--- src/pkg/qrw_pkg.sv ---
// shared constants and types for the quad read block
package qrw_pkg;
	// command opcodes seen in the opcode phase
	localparam logic [7:0] OPC_QUAD_READ     = 8'heb;
	localparam logic [7:0] OPC_WORD_READ     = 8'he7;
	localparam logic [7:0] OPC_MODE_RESET    = 8'hff;

	// index of the last rising edge of each phase (length minus one), and dummy lengths in serial clock rising edges
	localparam logic [2:0] OPCODE_LAST       = 3'h7;
	localparam logic [2:0] ADDR_LAST         = 3'h5;
	localparam logic [2:0] MODE_LAST         = 3'h1;
	localparam logic [2:0] DUMMY_QUAD_CLKS   = 3'h4;
	localparam logic [2:0] DUMMY_WORD_CLKS   = 3'h2;

	// mode and wrap encodings and reset values
	localparam logic [1:0] MODE_SKIP_CONT    = 2'h2;
	localparam logic [7:0] MODE_BYTE_RESET   = 8'h00;
	localparam logic [2:0] WRAP_SETTING_RESET = 3'h1;
	localparam logic [5:0] WRAP_MASK_8       = 6'h07;
	localparam logic [5:0] WRAP_MASK_16      = 6'h0f;
	localparam logic [5:0] WRAP_MASK_32      = 6'h1f;
	localparam logic [5:0] WRAP_MASK_64      = 6'h3f;

	// raw serial pins as they arrive from the host
	typedef struct packed {
		logic       csN;
		logic       sclk;
		logic [3:0] io;
	} qrw_pins_s;

	// idle pin levels: chip select high, clock and data low
	localparam logic [5:0] PINS_RESET        = 6'h20;

	typedef enum logic [6:0] {
		ST_IDLE   = 7'b0000001,
		ST_OPCODE = 7'b0000010,
		ST_ADDR   = 7'b0000100,
		ST_MODE   = 7'b0001000,
		ST_DUMMY  = 7'b0010000,
		ST_DATA   = 7'b0100000,
		ST_IGNORE = 7'b1000000
	} qrw_state_e;
endpackage

--- src/rtl/qrw_pin_sync.sv ---
// three-stage pin synchroniser with agreement filter per bit
module qrw_pin_sync #(
	parameter int                 WIDTH     = 6,
	parameter logic [WIDTH-1:0]   RESET_VAL = '0
) (
	input  wire logic             clk_sys,   // system clock
	input  wire logic             nrst,      // async reset, active low
	input  wire logic [WIDTH-1:0] pinIn,     // asynchronous pins
	output logic      [WIDTH-1:0] pinStable  // filtered level, registered
);
	// refuse a zero-width instance
	if (WIDTH < 1) begin : g_bad_width
		$error("qrw_pin_sync: WIDTH must be at least 1");
	end

	for (genvar i = 0; i < WIDTH; i++) begin : g_bit
		logic s1_reg;
		logic s2_reg;
		logic s3_reg;
		logic out_reg;
		logic out_next;

		// first stage is read only by the second
		always_comb begin
			out_next = (s2_reg == s3_reg) ? s3_reg : out_reg;
		end

		always_ff @(posedge clk_sys or negedge nrst) begin
			if (!nrst) begin
				s1_reg  <= RESET_VAL[i];
				s2_reg  <= RESET_VAL[i];
				s3_reg  <= RESET_VAL[i];
				out_reg <= RESET_VAL[i];
			end else begin
				s1_reg  <= pinIn[i];
				s2_reg  <= s1_reg;
				s3_reg  <= s2_reg;
				out_reg <= out_next;
			end
		end

		assign pinStable[i] = out_reg;
	end
endmodule

--- src/rtl/qrw_quad_read.sv ---
// device-side quad io read engine with continuous mode and burst wrap
// Function
// - quad read: address on four lines, four dummy clocks, then quad data
// - quad read opcode taken only while quad read enable bit set; continuous-mode frames skip the check
// - eight-bit continuous mode byte follows address, captured before dummies
// - only upper nibble of mode byte matters; lower nibble ignored
// - mode skip field 10: next frame starts directly with address
// - any other mode skip value: next frame starts with opcode
// - mode reset command clears mode byte, normal opcodes follow
// - stored wrap setting applies to every quad read
// - wrap keeps output within aligned 8/16/32/64-byte section of page
// - wrapped output starts at address, loops section until select rises
// - three-bit wrap setting: low bit disables, upper two select length
// - word read: two dummy clocks after mode byte before data
// - word read opcode taken only while quad read enable bit set; continuous-mode frames skip the check
// - word read with mode skip 10 repeats without opcode
// - wrap setting applies to word reads as to quad reads
// - length codes 00..11 give 8..64 bytes; disable bit default one
// - all-ones eight-clock sequence in continuous mode returns to opcode mode
module qrw_quad_read (
	input  wire logic              clk_sys,        // system clock, 10 MHz
	input  wire logic              nrst,           // async reset, active low
	input  wire qrw_pkg::qrw_pins_s pinsIn,        // select, serial clock, io inputs
	input  wire logic              quadEnable,     // quad read enable bit level
	input  wire logic              wrapLoad,       // pulse: store new wrap setting
	input  wire logic [2:0]        wrapBitsIn,     // wrap setting bits to store
	input  wire logic [7:0]        memRdData,      // byte at memAddr, one cycle late
	output logic      [3:0]        ioOut,          // io output levels
	output logic      [3:0]        ioOe,           // io drive enables, high drives
	output logic      [23:0]       memAddr,        // current read byte address
	output logic                   contModeActive, // next frame skips opcode
	output logic      [2:0]        wrapSetting     // stored wrap setting bits
);
	import qrw_pkg::*;

	qrw_pins_s  pinSync;
	logic       csHigh;
	logic       sclkRise;
	logic       sclkFall;
	logic       sclkPrev_reg;
	qrw_state_e state_reg, state_next;
	logic [2:0] cnt_reg, cnt_next;
	logic [7:0] opcode_reg, opcode_next;
	logic [7:0] modeByte_reg, modeByte_next;
	logic       contMode_reg, contMode_next;
	logic       isWord_reg, isWord_next;
	logic       hiPhase_reg, hiPhase_next;
	logic [23:0] addr_reg, addr_next;
	logic [23:0] memAddr_reg, memAddr_next;
	logic [3:0] ioOut_reg, ioOut_next;
	logic [3:0] ioOe_reg, ioOe_next;
	logic [2:0] wrapSetting_reg, wrapSetting_next;
	logic [7:0] opcodeFull;
	logic [7:0] modeFull;
	logic [2:0] dummyNeed;
	logic [23:0] wrapMask;
	logic [23:0] incAddr;
	logic [23:0] nextByteAddr;
	logic       advance;

	// pins come from the host's domain, so they are filtered first
	qrw_pin_sync #(
		.WIDTH     (6),
		.RESET_VAL (PINS_RESET)
	) u_sync (
		.clk_sys   (clk_sys),
		.nrst      (nrst),
		.pinIn     (pinsIn),
		.pinStable (pinSync)
	);
	// serial clock edges seen on the system clock
	assign csHigh   = pinSync.csN;
	assign sclkRise = pinSync.sclk & ~sclkPrev_reg;
	assign sclkFall = ~pinSync.sclk & sclkPrev_reg;
	// length field picks mask, codes 00..11
	always_comb begin
		unique case (wrapSetting_reg[2:1])
			2'h0: wrapMask = {18'h0, WRAP_MASK_8};
			2'h1: wrapMask = {18'h0, WRAP_MASK_16};
			2'h2: wrapMask = {18'h0, WRAP_MASK_32};
			2'h3: wrapMask = {18'h0, WRAP_MASK_64};
		endcase
	end
	// next byte address, wrapped or linear
	always_comb begin
		incAddr      = memAddr_reg + 24'h1;
		nextByteAddr = wrapSetting_reg[0] ? incAddr
		             : ((memAddr_reg & ~wrapMask) | (incAddr & wrapMask));
	end
	// dummy count depends on the command
	assign dummyNeed  = isWord_reg ? DUMMY_WORD_CLKS : DUMMY_QUAD_CLKS;
	assign opcodeFull = {opcode_reg[6:0], pinSync.io[0]};
	assign modeFull   = {modeByte_reg[3:0], pinSync.io};
	// wrap setting held until reloaded; used by both reads
	always_comb begin
		wrapSetting_next = wrapLoad ? wrapBitsIn : wrapSetting_reg;
	end
	// frame sequencer
	always_comb begin
		state_next    = state_reg;
		cnt_next      = cnt_reg;
		opcode_next   = opcode_reg;
		modeByte_next = modeByte_reg;
		contMode_next = contMode_reg;
		isWord_next   = isWord_reg;
		hiPhase_next  = hiPhase_reg;
		addr_next     = addr_reg;
		memAddr_next  = memAddr_reg;
		ioOut_next    = ioOut_reg;
		ioOe_next     = ioOe_reg;
		advance       = 1'b0;
		if (csHigh) begin
			// select high ends any command and frees the lines
			state_next   = ST_IDLE;
			cnt_next     = 3'h0;
			ioOe_next    = 4'h0;
			hiPhase_next = 1'b1;
		end else begin
			unique case (state_reg)
				ST_IDLE: begin
					cnt_next = 3'h0;
					// continuous mode goes straight to the address
					state_next = contMode_reg ? ST_ADDR : ST_OPCODE;
				end
				ST_OPCODE: begin
					// opcode on one line, eight clocks
					if (sclkRise) begin
						opcode_next = opcodeFull;
						cnt_next    = cnt_reg + 3'h1;
						if (cnt_reg == OPCODE_LAST) begin
							cnt_next = 3'h0;
							// quad commands need the enable bit
							if (quadEnable && (opcodeFull == OPC_QUAD_READ ||
							                   opcodeFull == OPC_WORD_READ)) begin
								state_next  = ST_ADDR;
								isWord_next = (opcodeFull == OPC_WORD_READ);
							end else begin
								state_next = ST_IGNORE;
							end
							// mode reset clears the mode byte
							if (opcodeFull == OPC_MODE_RESET) begin
								modeByte_next = MODE_BYTE_RESET;
								contMode_next = 1'b0;
							end
						end
					end
				end
				ST_ADDR: begin
					if (sclkRise) begin
						addr_next = {addr_reg[19:0], pinSync.io};
						cnt_next  = cnt_reg + 3'h1;
						if (cnt_reg == ADDR_LAST) begin
							cnt_next     = 3'h0;
							state_next   = ST_MODE;
							// output begins at the given address
							memAddr_next = {addr_reg[19:0], pinSync.io};
						end
					end
				end
				ST_MODE: begin
					if (sclkRise) begin
						modeByte_next = modeFull;
						cnt_next      = cnt_reg + 3'h1;
						if (cnt_reg == MODE_LAST) begin
							cnt_next      = 3'h0;
							state_next    = ST_DUMMY;
							contMode_next = (modeFull[5:4] == MODE_SKIP_CONT);
						end
					end
				end
				ST_DUMMY: begin
					// count dummy rising edges, lines stay released
					if (sclkRise) begin
						cnt_next = cnt_reg + 3'h1;
						if (cnt_reg == dummyNeed - 3'h1) begin
							cnt_next     = 3'h0;
							state_next   = ST_DATA;
							hiPhase_next = 1'b1;
						end
					end
				end
				ST_DATA: begin
					// a byte per two clocks, driven on falling edges
					if (sclkFall) begin
						ioOe_next = 4'hf;
						if (hiPhase_reg) begin
							ioOut_next   = memRdData[7:4];
							hiPhase_next = 1'b0;
						end else begin
							ioOut_next   = memRdData[3:0];
							hiPhase_next = 1'b1;
							memAddr_next = nextByteAddr;
							advance      = 1'b1;
						end
					end
				end
				ST_IGNORE: begin
					// unsupported or refused command: wait for select high
					state_next = ST_IGNORE;
				end
			endcase
		end
	end
	// state registers; mode and wrap survive between frames
	always_ff @(posedge clk_sys or negedge nrst) begin
		if (!nrst) begin
			sclkPrev_reg    <= 1'b0;
			state_reg       <= ST_IDLE;
			cnt_reg         <= 3'h0;
			opcode_reg      <= 8'h00;
			modeByte_reg    <= MODE_BYTE_RESET;
			contMode_reg    <= 1'b0;
			isWord_reg      <= 1'b0;
			hiPhase_reg     <= 1'b1;
			addr_reg        <= 24'h0;
			memAddr_reg     <= 24'h0;
			ioOut_reg       <= 4'h0;
			ioOe_reg        <= 4'h0;
			wrapSetting_reg <= WRAP_SETTING_RESET;
		end else begin
			sclkPrev_reg    <= pinSync.sclk;
			state_reg       <= state_next;
			cnt_reg         <= cnt_next;
			opcode_reg      <= opcode_next;
			modeByte_reg    <= modeByte_next;
			contMode_reg    <= contMode_next;
			isWord_reg      <= isWord_next;
			hiPhase_reg     <= hiPhase_next;
			addr_reg        <= addr_next;
			memAddr_reg     <= memAddr_next;
			ioOut_reg       <= ioOut_next;
			ioOe_reg        <= ioOe_next;
			wrapSetting_reg <= wrapSetting_next;
		end
	end
	assign ioOut          = ioOut_reg;
	assign ioOe           = ioOe_reg;
	assign memAddr        = memAddr_reg;
	assign contModeActive = contMode_reg;
	assign wrapSetting    = wrapSetting_reg;
endmodule

--- config.mk ---
export PLATFORM = sky130hd
export DESIGN_NAME = qrw_quad_read
export DESIGN_NICKNAME = d
export VERILOG_FILES = /design/src/pkg/qrw_pkg.sv /design/src/rtl/qrw_pin_sync.sv /design/src/rtl/qrw_quad_read.sv
export SDC_FILE = /design/constraint.sdc
export NUM_CORES = 1
export LEC_CHECK = 0
export ABC_CLOCK_PERIOD_IN_PS = 3020
export BUFFER_PORTS_ARGS = -buffer_cell sky130_fd_sc_hd__buf_2
export CAP_MARGIN = 20
export CORE_MARGIN = 2
export CORE_UTILIZATION = 35
export DETAILED_ROUTE_END_ITERATION = 12
export GPL_ROUTABILITY_DRIVEN = 1
export HOLD_SLACK_MARGIN = 0.1
export PLACE_DENSITY = 0.59
export SYNTH_ARGS = -nofsm -noshare
export SYNTH_HDL_FRONTEND = slang
export SYNTH_HIERARCHICAL = 1
export SYNTH_SLANG_ARGS = --single-unit
--- constraint.sdc ---
create_clock -name clk_sys -period 3.02 [get_ports clk_sys]
set_input_delay 0.302 -clock clk_sys [delete_from_list [all_inputs] [get_ports clk_sys]]
set_output_delay 0.302 -clock clk_sys [all_outputs]
set_load 0.05 [all_outputs]
==> impl_metrics.csv <==
group,metric,value,unit
status,status,"finished, final reports clean",
pwr,ir_worst_vdd,0.273,mV
sta,max_freq,0.393,GHz
place,globalplace.congestion,0.870,
logic_synthesis,synth_largest_area_cell,"dfrtp_1",
logic_synthesis,synth_enable_flop_cells,0,
finish,drive_gt1_frac,0.244,
clock_network,numCtsBuffers,9,
setup_path,critPathCaptureType,"flip-flop",
place,io_buffer_count,56,
logic_synthesis,ys_seq_elements,99,
floorplanning,io_pins,57,
finish,syn_to_final_growth,15.6,%
clock_network,cts_resized,0,
sta,hold_violations,0,
sta,rsz0062_at_grt,"no",
clock_network,postCtsSetupBuffers,0,
clock_network,clk_transition_reported_paths,70,ps
place,dp_hpwl,7.62,mm
finish,layout.nets,536,
logic_synthesis,ys_seq_area_frac,0.515,
setup_path,critical-path-max-stage-delay,600,ps
sta,fin_crit_sh,0.842,
floorplanning,die_h,121,µm
setup_path,crit_slowest_cell,"dfrtp_1",
sta,skew,9.56,ps
pwr,p_int,0.00230,W
sta,final-setup-viol-count,0,
route,via_per_inst,5.42,
pwr,leakage,2.56,nW
setup_path,r2r_end,"memAddr[13]",
clock_network,clk_path_buf_depth,2,
clock_network,cts_root_buf,"clkbuf_16",
floorplanning,dieArea,0.0147,mm²
clock_network,insertion_delay,350,ps
global_route,grt_max_degree,70,
min_path,min_path_type,"primary input to async pin",
logic_synthesis,synth_fp_nets,491,
setup_path,critPathLaunchType,"flip-flop",
global_route,antenna_found_initial,0,
pwr,seq_power_share,0.476,
logic_synthesis,synth_top_cell_area_share,0.477,
setup_path,startpoint,"state_reg[1]",
logic_synthesis,synthCells,466,
setup_path,endpoint,"memAddr[13]",
finish,largest_reg_flops,21,
route,route.met3.wl,508,µm
pwr,p_sw,0.000828,W
global_route,grt_usage,0.160,
setup_path,path_class,"flip-flop to flip-flop",
setup_path,reg2reg_depth,6,
finish,fillerInstances,1309,
finish,n_antenna_cell,0,
logic_synthesis,synth-main-ff-cell,"dfrtp_1",
place,pre_cts_ws,548,ps
clock_network,clkSinkCount,99,
setup_path,cp_top_family,"simple AND/OR/NAND/NOR gates",
floorplanning,die_w,121,µm
setup_path,crit_fanout,14,
setup_path,crit_chain,"nor4_4 -> and3_1 -> nand3_1 -> and3_1 -> a21oi_1 -> o21ai_0",
route,wl_per_cell,15.9,µm
clock_network,cts_max_level,3,
pwr,power_density,561,mW/mm²
setup_path,path_common_cell,"and3_1",
setup_path,worstPathRequired,3240,ps
floorplanning,rows,42,
route,num_vias,3749,
clock_network,cts_tree,"done",
setup_path,cp_num_buf_inv,0,
route,m1WireLength,5.03,mm
route,route.met2.wl,5.22,mm
pwr,p_clk_frac,0.407,
finish,regArea,0.00249,mm²
route,drc,0,
route,drt-initial-drc-count,275,
finish,multi_input_area,0.00213,mm²
route,drt-pass1-iter-count,6,
logic_synthesis,netlist_area,0.00482,mm²
pwr,power_frac_comb,0.117,
setup_path,r2r_start,"state_reg[1]",
floorplanning,core-area,0.0133,mm²
setup_path,regToRegSetupSlack,480,ps
logic_synthesis,avgSynthCellArea,10.4,µm²
sta,slew_headroom,0.401,
sta,fin_ws,477,ps
logic_synthesis,synthArstFlopShare,1.00,
setup_path,cp_data_arrival_time,2760,ps
sta,tightest_slew,898,ps
logic_synthesis,yosys_warnings,6,
pwr,p_sw_frac,0.265,
logic_synthesis,synth_area_leaders,"dfrtp_1 48%, mux2_2 6.8%, dfstp_2 3.8%",
global_route,grt_pass1_vias,3562,
sta,period_needed,2540,ps
sta,finalMaxSlewViolations,0,
global_route,grt_overflow_total,0,
sta,tns,0,ps
route,drt_wl_total,11.0,mm
global_route,grt_pass1_wl,18.4,mm
finish,utilization,0.418,
logic_synthesis,synth.distinct_cells,62,
floorplanning,start_util,0.361,
setup_path,path_depth,6,
route,dr.max_layer_used,"met4",
job,maxCapViolCount,0,
route,drtAntennaViolNets,0,
-- synth_stat cells (5+ instances only) --
cell type	n
buf_2	11
a31oi_1	6
mux2i_1	5
nor2_1	18
nand2_1	48
or3_1	5
o21ai_0	31
maj3_2	6
a21oi_1	33
nand4_1	12
buf_4	10
mux2_2	29
inv_1	6
clkbuf_1	11
and3_1	6
nor3_1	11
o21ai_1	5
nor2b_1	9
dfstp_2	7
nand2b_1	8
nand3_1	26
dfrtp_1	92
-- power by group through the flow --
stage / sequential (W) / combinational, W / clock, W
2_1_floorplan: 0.00146 / 0.000302 / 0
6_report: 0.00149 / 0.000365 / 0.00127
4_1_cts: 0.00149 / 0.000366 / 0.00131
3_3_place_gp: 0.00151 / 0.000360 / 0
5_1_grt: 0.00150 / 0.000407 / 0.00135
3_5_place_dp: 0.00151 / 0.000357 / 0
-- per-layer routing --
metal  global-route usage  vias up
li1                     -     1792
met1                0.215     1829
met2                0.252      108
met3               0.0348       20
met4               0.0596        0
met5                    0        -
-- worst min path at each step --
stage	to	slack (ps)	depth (start not counted)
3_3_place_gp	u_sync/g_bit[0].s2_reg	330	0
6_report	ioOut[0]	60	1
3_5_place_dp	u_sync/g_bit[2].s2_reg	340	0
4_1_cts	ioOut[0]	110	1
2_1_floorplan	async pin	6	0
5_1_grt	ioOut[0]	160	1
-- stage by stage --
stage          std cells  hold WS, ps  total power [W]  cell area (µm²)
6_report             692         64.1          0.00313             5570
4_1_cts              692          111          0.00316             5570
3_5_place_dp         670          338          0.00187             5180
3_3_place_gp         670          331          0.00187             5180
5_1_grt              692          159          0.00326             5570
2_1_floorplan        466         6.41          0.00177             4820
-- what timing repair did --
item | in CTS | in global routing
hold buffers | 6 | 0
setup endpoints to repair | 0 | 0
endpoints found under the hold margin | 6 | 0
-- cell families (layout without fill, tap and decap cells) --
| group | after synthesis | in the layout | share of synthesized area |
|---|---|---|---|
| simple gates | 169 | 169 | 0.194 |
| compound gates | 110 | 110 | 0.138 |
| flops | 99 | 99 | 0.515 |
| buf+inv | 40 | 90 | 0.0433 |
| mux | 34 | 34 | 0.0781 |
| fa+ha+maj | 10 | 10 | 0.0244 |
| xor+xnor | 4 | 4 | 0.00726 |
-- final cells by class --
| class | instances | share of cell area |
|---|---|---|
| multi-input combinational | 327 | 0.382 |
| timing repair buffer | 68 | 0.0696 |
| clock buffer | 11 | 0.0435 |
| inverter | 6 | 0.00404 |
| clock inverter | 5 | 0.0155 |
| tap | 176 | 0.0395 |
| sequential | 99 | 0.446 |
-- worst register-to-register path: stages (launching register included) --
cell	delay [ps]
dfrtp_1	600
nor4_4	350
and3_1	470
nand3_1	450
and3_1	350
a21oi_1	100
o21ai_0	90
-- cells in the final DEF (no fill, tap or decap), types with 6 or more instances in the layout --
master,synthesis,layout
dfrtp_1,92,92
buf_2,11,55
nand2_1,48,48
a21oi_1,33,33
o21ai_0,31,31
mux2_2,29,29
nand3_1,26,26
nor2_1,18,18
nand4_1,12,12
nor3_1,11,11
nor2b_1,9,9
clkbuf_16,0,9
nand2b_1,8,8
dfstp_2,7,7
buf_4,10,7
inv_1,6,6
and3_1,6,6
a31oi_1,6,6
dlygate4sd3_1,0,6
maj3_2,6,6
Note: power is estimated with default switching activity, not from simulation.
